--- src/hdl/fots_regs.svh ---
/*
  Timing constants and register values for the flash operation timeout supervisor.
  Assumes a 125 MHz controller clock; times are kept in their own units.
*/
`ifndef FOTS_REGS_SVH
`define FOTS_REGS_SVH

`define FOTS_CLK_PERIOD_PS      8000
`define FOTS_NOTIFY_TIME_US     60
`define FOTS_NOTIFY_WAIT_US     180
`define FOTS_RESET_MIN_US       35
`define FOTS_RESET_WAIT_US      105
`define FOTS_ERASE_TYP_MS       800
`define FOTS_ERASE_MAX_MS       1750
`define FOTS_ERASE_WAIT_MS      5775
`define FOTS_PROG_TYP_MS        2
`define FOTS_PROG_MAX_MS        12
`define FOTS_PROG_WAIT_US       39600
`define FOTS_US_TO_CYC(t)       (32'(((t) * 64'd1000000 + `FOTS_CLK_PERIOD_PS - 1) / `FOTS_CLK_PERIOD_PS))
`define FOTS_NOTIFY_WAIT_CYC    `FOTS_US_TO_CYC(`FOTS_NOTIFY_WAIT_US)
`define FOTS_RESET_WAIT_CYC     `FOTS_US_TO_CYC(`FOTS_RESET_WAIT_US)
`define FOTS_ERASE_WAIT_CYC     `FOTS_US_TO_CYC(`FOTS_ERASE_WAIT_MS * 1000)
`define FOTS_PROG_WAIT_CYC      `FOTS_US_TO_CYC(`FOTS_PROG_WAIT_US)
`define FOTS_READ_MODE_VALUE    16'hAA00
`define FOTS_ERR_NOTIFY         0
`define FOTS_ERR_ERASE          1
`define FOTS_ERR_PROG           2
`define FOTS_ERR_READMODE       3

`endif

--- src/hdl/fots_pkg.sv ---
/*
  Types for the flash operation timeout supervisor.
  Assumes fots_regs.svh provides the numeric constants.
*/
package fots_pkg;
  typedef enum logic [1:0] {
    FOTS_OP_NOTIFY,
    FOTS_OP_ERASE,
    FOTS_OP_PROG,
    FOTS_OP_READMODE
  } fots_op_t;
  typedef enum logic [2:0] {
    FOTS_IDLE,
    FOTS_RESET_HOLD,
    FOTS_WAIT_READY,
    FOTS_WRITE_MODE,
    FOTS_DONE
  } fots_state_t;
endpackage

--- src/hdl/fots_supervisor.sv ---
/*
  Controller-side supervisor that times flash unit commands against ready and
  drives the flash reset bit with a measured pulse.
  Assumes the flash unit's ready flag is synchronous to clk and that command
  issue is signalled by the user one cycle pulse op_start.
*/
// Summary of operation
// - A notify that is not ready within its window reinitialises the flash unit and reports an error.
// - The notify window is 180 us, three times the 60 us notify time.
// - The flash reset bit stays at 1 for at least 35 us before returning to 0.
// - The reset hold actually used is the wider 105 us.
// - Return to read mode waits for ready under the erase window, then writes AA00h to the mode entry register.
// - A block erase is timed from its command until ready rises.
// - The erase window is 5775 ms before an erase failure is declared.
// - Each 256 byte program is timed from its command until ready, failing on timeout.
// - The program window is 39.6 ms before a program failure is declared.
// - Windows are counted in controller clock cycles derived from the time and the clock period.
// - All waits are measured by a hardware counter, never by instruction timing.
// - Initialisation drives the reset bit of the flash reset register.
`timescale 1ns/1ps
`include "fots_regs.svh"

module fots_supervisor #(
  parameter int unsigned NOTIFY_CYC = `FOTS_NOTIFY_WAIT_CYC,
  parameter int unsigned RESET_CYC  = `FOTS_RESET_WAIT_CYC,
  parameter int unsigned ERASE_CYC  = `FOTS_ERASE_WAIT_CYC,
  parameter int unsigned PROG_CYC   = `FOTS_PROG_WAIT_CYC
) (
  input  wire logic             clk,
  input  wire logic             reset,
  input  wire logic             op_start,
  input  wire fots_pkg::fots_op_t op_kind,
  input  wire logic             init_start,
  input  wire logic             err_ack,
  input  wire logic             flash_ready_flag,
  output logic                  flash_reset_bit,
  output logic                  mode_entry_we,
  output logic [15:0]           mode_entry_data,
  output logic                  busy,
  output logic                  op_done,
  output logic [3:0]            err_flags
);
  import fots_pkg::*;

  // The reset hold check counts eight cycles, so shorter holds are refused
  if (NOTIFY_CYC < 1 || RESET_CYC < 8 || ERASE_CYC < 1 || PROG_CYC < 1) begin : g_bad_wait
    $error("fots_supervisor: wait counts below the supported minimum");
  end

  fots_state_t  state;
  fots_state_t  next_state;
  fots_op_t     cur_op;
  logic [31:0]  count;
  logic [31:0]  limit;
  logic [3:0]   err_set;

  assign limit = (cur_op == FOTS_OP_NOTIFY) ? NOTIFY_CYC :
                 (cur_op == FOTS_OP_PROG)   ? PROG_CYC   : ERASE_CYC;

  wire expired  = (count >= limit - 32'd1);
  wire hold_end = (count >= RESET_CYC - 32'd1);
  wire timeout  = (state == FOTS_WAIT_READY) && !flash_ready_flag && expired;
  wire ready_ok = (state == FOTS_WAIT_READY) && flash_ready_flag;

  always_comb begin
    next_state = state;
    case (state)
      FOTS_IDLE:
        if (init_start)
          next_state = FOTS_RESET_HOLD;
        else if (op_start)
          next_state = FOTS_WAIT_READY;
      FOTS_RESET_HOLD:
        if (hold_end)
          next_state = FOTS_DONE;
      FOTS_WAIT_READY:
        if (ready_ok)
          next_state = (cur_op == FOTS_OP_READMODE) ? FOTS_WRITE_MODE : FOTS_DONE;
        else if (timeout)
          next_state = (cur_op == FOTS_OP_NOTIFY) ? FOTS_RESET_HOLD : FOTS_DONE;
      FOTS_WRITE_MODE:
        next_state = FOTS_DONE;
      FOTS_DONE:
        next_state = FOTS_IDLE;
      default:
        next_state = FOTS_IDLE;
    endcase
  end

  always_comb begin
    err_set = 4'h0;
    if (timeout)
      err_set[cur_op] = 1'b1;
  end

  always_ff @(posedge clk or posedge reset) begin
    if (reset) begin
      state <= FOTS_IDLE;
      cur_op <= FOTS_OP_NOTIFY;
    end else begin
      state <= next_state;
      if (state == FOTS_IDLE && op_start && !init_start)
        cur_op <= op_kind;
    end
  end

  // hardware cycle counter, cleared on each state change, so zero in the cycle after the command
  always_ff @(posedge clk or posedge reset) begin
    if (reset)
      count <= 32'h0;
    else if (state != next_state)
      count <= 32'h0;
    else
      count <= count + 32'h1;
  end

  // reset bit driven only while holding
  always_ff @(posedge clk or posedge reset) begin
    if (reset)
      flash_reset_bit <= 1'b0;
    else
      flash_reset_bit <= (next_state == FOTS_RESET_HOLD);
  end

  always_ff @(posedge clk or posedge reset) begin
    if (reset) begin
      mode_entry_we   <= 1'b0;
      mode_entry_data <= 16'h0000;
    end else begin
      mode_entry_we   <= (next_state == FOTS_WRITE_MODE);
      mode_entry_data <= (next_state == FOTS_WRITE_MODE) ? `FOTS_READ_MODE_VALUE : 16'h0000;
    end
  end

  always_ff @(posedge clk or posedge reset) begin
    if (reset)
      err_flags <= 4'h0;
    else
      err_flags <= (err_ack ? 4'h0 : err_flags) | err_set;
  end

  assign busy    = (state != FOTS_IDLE);
  assign op_done = (state == FOTS_DONE);
endmodule // fots_supervisor

--- config.mk ---
export PLATFORM = sky130hd
export DESIGN_NAME = fots_supervisor
export DESIGN_NICKNAME = d
export VERILOG_FILES = /design/src/hdl/fots_pkg.sv /design/src/hdl/fots_supervisor.sv
export VERILOG_INCLUDE_DIRS = /design/src /design/src/hdl
export SDC_FILE = /design/constraint.sdc
export NUM_CORES = 1
export LEC_CHECK = 0
export BUFFER_PORTS_ARGS = -buffer_cell sky130_fd_sc_hd__buf_4
export CELL_PAD_IN_SITES_DETAIL_PLACEMENT = 1
export CELL_PAD_IN_SITES_GLOBAL_PLACEMENT = 1
export CORE_ASPECT_RATIO = 1.25
export CORE_MARGIN = 5
export CORE_UTILIZATION = 25
export CTS_CLUSTER_SIZE = 20
export DETAILED_ROUTE_END_ITERATION = 8
export GPL_ROUTABILITY_DRIVEN = 0
export MAX_ROUTING_LAYER = met4
export PLACE_DENSITY = 0.6
export SYNTH_ARGS = -nofsm -noshare
export SYNTH_HDL_FRONTEND = slang
export SYNTH_SLANG_ARGS = --single-unit
export TNS_END_PERCENT = 1
--- constraint.sdc ---
create_clock -name clk -period 3.4 [get_ports clk]
set_input_delay 0.68 -clock clk [delete_from_list [all_inputs] [get_ports clk]]
set_output_delay 0.68 -clock clk [all_outputs]
set_load 0.01 [all_outputs]
# [Yosys cells after proc, flatten, opt, wreduce, memory -nomap -nowiden]
# Cells that the tools add are included.
[word_totals] reg_bits=59 out_inout_bits=24
[classes] n_addsub=2 n_lt_le_gt_ge=4 n_eq_ne=9 mux=16 n_bitwise=1 reduce_logical=11
[op_table] op="2-to-1 mux 30 bit" n=2
[op_table] op="adder 32 x 1 -> 32 bit, second input constant" n=1
[op_table] op="greater-or-equal comparator 32 x 14 -> 1 bit, second input constant" n=1
[op_table] op="greater-or-equal comparator 32 bit" n=1
[op_table] op="2-to-1 mux 32 bit" n=1
[op_table] op="subtractor 30 x 1 -> 31 bit, second input constant" n=1
[op_table] op="2-to-1 mux 3 bit" n=7
[op_table] op="2-to-1 mux 16 bit" n=1
[op_table] op="case mux 3 bit (4 select lines)" n=1
[op_table] op="== test 3 x 2 -> 1 bit, second input constant" n=3
[op_table] op="2-to-1 mux 4 bit" n=2
[op_table] op="== test 3 x 1 -> 1 bit, second input constant" n=2
[op_table] op="logical AND 1 bit" n=6
[op_table] op="== test 2 bit, second input constant" n=2
[op_table] op="bitwise OR 4 bit" n=1
[op_table] op="== test 3 bit, second input constant" n=1
[op_table] op="zero test 3 bit" n=1
[op_table] op="< comparator 2 x 3 -> 1 bit, second input constant" n=1
[op_table] op="!= test 3 bit" n=1
[op_table] op="nonzero test 3 bit" n=1
[op_table] op="demux 1 bit (select 2 bit)" n=1
[op_table] op="greater-or-equal comparator 2 x 1 -> 1 bit, second input constant" n=1
[op_table] op="zero test 1 bit" n=2
[op_table] op="zero test 2 bit" n=1
[op_table] op="2-to-1 mux 1 bit" n=1

# [Longest topological paths before layout]
[depth] depth_word=11 depth_mapped=13 depth_no_buf=11

# [Worst setup path before layout]
# OpenSTA, ideal clock, no wires.
[synth_timing] path_kind="register to register" start="register count[30]" end="register count[23]" arrival_time_ps=2483 t_required_ps=3281 path_slack_ps=798 path_stages_with_launch=9 path_buffers=1 synth_period_minus_slack_ps=2602 cell_sequence="dfrtp_1 > or4_1 > or4_4 > or4_4 > a21oi_2 > nor2_2 > a32oi_4 > buf_6 > nor2_2"
[synth_via] elab_chain_len=7 word_cells_on_any_way=9
[synth_rtl] element="start, declared" line="fots_supervisor.sv:53" rtl="logic [31:0] count;"
[synth_rtl] element="start signal, assigned" line="fots_supervisor.sv:114" rtl="count <= count + 32'h1;"
[synth_rtl] element="greater-or-equal comparator 32 bit" line="fots_supervisor.sv:60" rtl="wire expired = (count >= limit - 32'd1);"
[synth_rtl] element="logical AND 1 bit" line="fots_supervisor.sv:62" rtl="wire timeout = (state == FOTS_WAIT_READY) && !flash_ready_flag && expired;"
[synth_rtl] element="2-to-1 mux 3 bit" line="fots_supervisor.sv:79" rtl="else if (timeout)"
[synth_rtl] element="2-to-1 mux 3 bit" line="fots_supervisor.sv:77" rtl="if (ready_ok)"
[synth_rtl] element="case mux 3 bit (4 select lines) (*)" line="fots_supervisor.sv:67" rtl="case (state)"
[synth_rtl] element="!= test 3 bit (*)" line="fots_supervisor.sv:111" rtl="else if (state != next_state)"
[synth_rtl] element="2-to-1 mux 32 bit (*)" line="fots_supervisor.sv:111"
# Every way passes the cells marked *; elsewhere a longest branch is shown, timed or not.
# A chain may end at the register's enable or synchronous reset.

# [Worst setup path in the final report]
[layout_timing] start="register cur_op[0]" end="register count[31]"
[layout_via] elab_chain_len=11 word_cells_on_any_way=15
[layout_rtl] element="start, declared" line="fots_supervisor.sv:52" rtl="fots_op_t cur_op;"
[layout_rtl] element="start signal, assigned" line="fots_supervisor.sv:103" rtl="cur_op <= op_kind;"
[layout_rtl] element="== test 2 bit" line="fots_supervisor.sv:58" rtl="(cur_op == FOTS_OP_PROG) ? PROG_CYC : ERASE_CYC;"
[layout_rtl] element="2-to-1 mux 30 bit" line="fots_supervisor.sv:58"
[layout_rtl] element="2-to-1 mux 30 bit" line="fots_supervisor.sv:57" rtl="assign limit = (cur_op == FOTS_OP_NOTIFY) ? NOTIFY_CYC :"
[layout_rtl] element="subtractor 30 x 1 -> 31 bit" line="fots_supervisor.sv:60"
[layout_rtl] element="greater-or-equal comparator 32 bit" line="fots_supervisor.sv:60"
[layout_rtl] element="logical AND 1 bit" line="fots_supervisor.sv:62"
[layout_rtl] element="2-to-1 mux 3 bit" line="fots_supervisor.sv:79"
[layout_rtl] element="2-to-1 mux 3 bit (*)" line="fots_supervisor.sv:77"
[layout_rtl] element="case mux 3 bit (4 select lines) (*)" line="fots_supervisor.sv:67"
[layout_rtl] element="!= test 3 bit (*)" line="fots_supervisor.sv:111"
[layout_rtl] element="2-to-1 mux 32 bit (*)" line="fots_supervisor.sv:111"
# Marks and branches as above.

==> key figures <==
Outcome
  – Status: completed

Drt
  – DRC errors left: 0
  – Routed wire length per instance: 14.5 um
  – Drt pass-1 iters: 4
  – First DRT Iteration DRCs: 53
  – Vias: 2166
  – Final ANT Viol Nets: 0
  – Via density: approximately 4.8
  – Post-Route WL: between 6 and 7 mm

Final layout
  – Post-route insts no fill: between 400 and 500
  – Layout cells sized above 1: 0.221
  – Layout net count: 345
  – Synth-to-Final Area Change: 13.2%
  – Ant diodes: 0

Placement
  – Dpl hpwl: between 4 and 5 mm
  – PortBufs: 19
  – Number of cells after detailed placement: 448
  – Place WS: 459 ps

Clock tree
  – Latest clock arrival within the worst-skew pair: 290 ps
  – Post-CTS setup buffers: 0
  – H-tree levels: 2
  – Clk pin slew, worst setup/hold paths: 60 ps
  – CTS buffer count: 5
  – CTS hold repair buffers: 0
  – CTS tree: done
  – Clock buffer depth: 2
  – Clk root buf: clkbuf_16
  – Resize count post-CTS: 0
  – Clk sinks: 43

Run
  – Max cap viols: 0

Yosys
  – Register area share after synthesis: 0.383
  – Area leader, netlist: dfrtp_1
  – Syn avg cell area: 9.34 um2
  – Area contributors post-synth: dfrtp_1 (38%), ha_1 (7.6%), nor2_2 (6.9%)
  – Yosys warns: 0
  – Post-synth EDFFs: 0
  – Ys async rst share: 1.00
  – Share of the synthesized area in the top cell type: 0.383
  – Mapped Cells: 301
  – Yosys reg bits: 43
  – Syn Std Cell Area: 2810 um2
  – Top FF cell, synth: dfrtp_1
  – Synth unique cells: 49

STA
  – Max-slew headroom: 0.351
  – Final setup margin: 454 ps
  – RSZ-0062 raised after global routing: no
  – Fin. max-slew vios: 0
  – Tmin final: 2950 ps
  – Tcrit/Tclk final: 0.866
  – Fmax: 339 MHz
  – Min Hold Slack: 513 ps
  – Final setup fails: 0
  – Setup Skew: 4.82 ps
  – Fin. Hold Viols: 0
  – Slew at the pin with the worst max-slew slack: 972 ps
  – Setup_tns: 0 ps

Pwr
  – Static leakage: 1.34 nW
  – Switch Pwr: between 0.0006 and 0.0007 W
  – Peak VDD IR: 0.000354 V
  – Pint: 0.00108 W
  – Sw Ratio: 0.389
  – Sequential power share: 0.358
  – Clock power frac: 0.267
  – Power per cell area: around 550 nW/um2
  – Comb pwr share: 0.375

Worst setup path
  – Crit end category: flip-flop
  – Critical path arrival: 3120 ps
  – Critical path launch point type: flip-flop
  – Worst setup path category: reg -> reg
  – Critical Path RT: 3570 ps
  – Crit Path Max Fanout: 32

Floorplanning
  – Row cnt: 43
  – Total Die Area: 13500 um2
  – Initial Util: 0.254
  – Io pins: 32
  – Die height: ~130 um
  – Core area: 11100 um2
  – Die width: 105 um

Global route
  – GR Util met2: 0.186
  – Met3 Usage GRT: 0.0291
  – Initial antenna violation count: 0
  – First-pass GRT wire length: 11.5 mm
  – M1 GR Usage: 0.122
  – Largest net degree at the start of global routing: 44
  – Grt total ovfl: 0
  – GRT Total Usage: 0.107
  – Most Crowded Layer GR: met2
  – Vias in the first global route: 2358

Worst hold path
  – Worst min-delay path category: reg -> reg
[metrics by stage]
step / total power (W) / utilization / instance area (um2)
6_report: 0.00177 / 0.287 / 3180
5_1_grt: 0.00188 / 0.287 / 3180
4_1_cts: 0.00180 / 0.287 / 3180
3_5_place_dp: 0.00132 / 0.275 / 3050
3_3_place_gp: 0.00130 / 0.275 / 3050
2_1_floorplan: 0.00114 / - / 2860
[power by group through the flow]
stage / combinational, W / clock, W / sequential (W)
after floorplan: 0.000540 / 0 / 0.000602
after global placement: 0.000657 / 0 / 0.000640
after detailed placement: 0.000673 / 0 / 0.000642
after CTS: 0.000680 / 0.000491 / 0.000632
after global routing: 0.000731 / 0.000511 / 0.000643
final: 0.000662 / 0.000472 / 0.000632
[final cells by class]
class / instances / area (um2)
Timing Repair Buffer: 24 / 193
Fill cell: 1299 / 7900
Tap cell: 135 / 169
Clock buffer: 7 / 133
Multi-Input combinational cell: 229 / 1550
Sequential cell: 43 / 1080
Inverter: 17 / 63.8
Clock inverter: 1 / 5.00
[routing by layer]
metal,up-vias,wire length (um)
met5,-,0
met4,0,78
met3,7,259
met2,30,3300
met1,1070,2970
li1,1059,-
[flip-flops by register name, summed over array words and instances, names as in the netlist]
signal           count
count               32
cur_op               2
err_flags            4
flash_reset_bit      1
mode_entry_data      1
state                3
[synth_stat cells (3+ instances only)]
cell,number
clkbuf_1,5
xor2_1,14
nand4_1,9
nand2_1,20
o22ai_1,4
dfrtp_1,43
o21ai_1,3
nor4_1,5
inv_1,17
and3_1,6
xnor2_1,17
buf_6,3
nor2b_1,3
nor2_1,18
nor3_1,8
a211oi_1,3
or3_1,4
nand3_1,12
o21ai_0,5
a21oi_1,6
ha_1,17
nor2_2,31
buf_4,16
[cells in the final DEF (no fill, tap or decap), types with 13 or more instances in the layout]
| cell | count |
|---|---|
| nor2_1 | 18 |
| dfrtp_1 | 43 |
| xor2_1 | 14 |
| ha_1 | 17 |
| inv_1 | 16 |
| nor2_2 | 31 |
| xnor2_1 | 17 |
| conb_1 | 13 |
| nand2_1 | 20 |
| buf_4 | 23 |
[logic make-up after synthesis]
family / Yosys count / synth area share
and+or+nand+nor: 126 / 0.245
DFF: 43 / 0.383
buffers and inverters: 41 / 0.0841
AOI/OAI and AO/OA: 39 / 0.104
xor gates and xnor gates: 31 / 0.0965
adders and majority gates: 18 / 0.0792
muxes: 2 / 0.00801
other: 1 / 0.00133
[critical path, stage by stage, from the launching register on]
cell,delay (ps)
dfrtp_1,470
inv_1,340
nand2_1,230
ha_1,380
nand4_1,80
or4_4,500
a21oi_2,160
nor2_2,80
a32oi_4,220
buf_12,270
nor2_1,80
[path summary, 6_finish.rpt]
kind	from	end	slack, ps	cells after the start
hold / removal	count[0]	count[0]	510	1
max in group asynchronous	reset	count[3]	2170	2
min in group asynchronous	reset	count[28]	620	2
setup reg to reg	cur_op[0]	count[31]	450	10
setup / recovery	cur_op[0]	count[31]	450	10
hold reg to reg	count[0]	count[0]	510	1
Power figures use the tool's default switching activity.
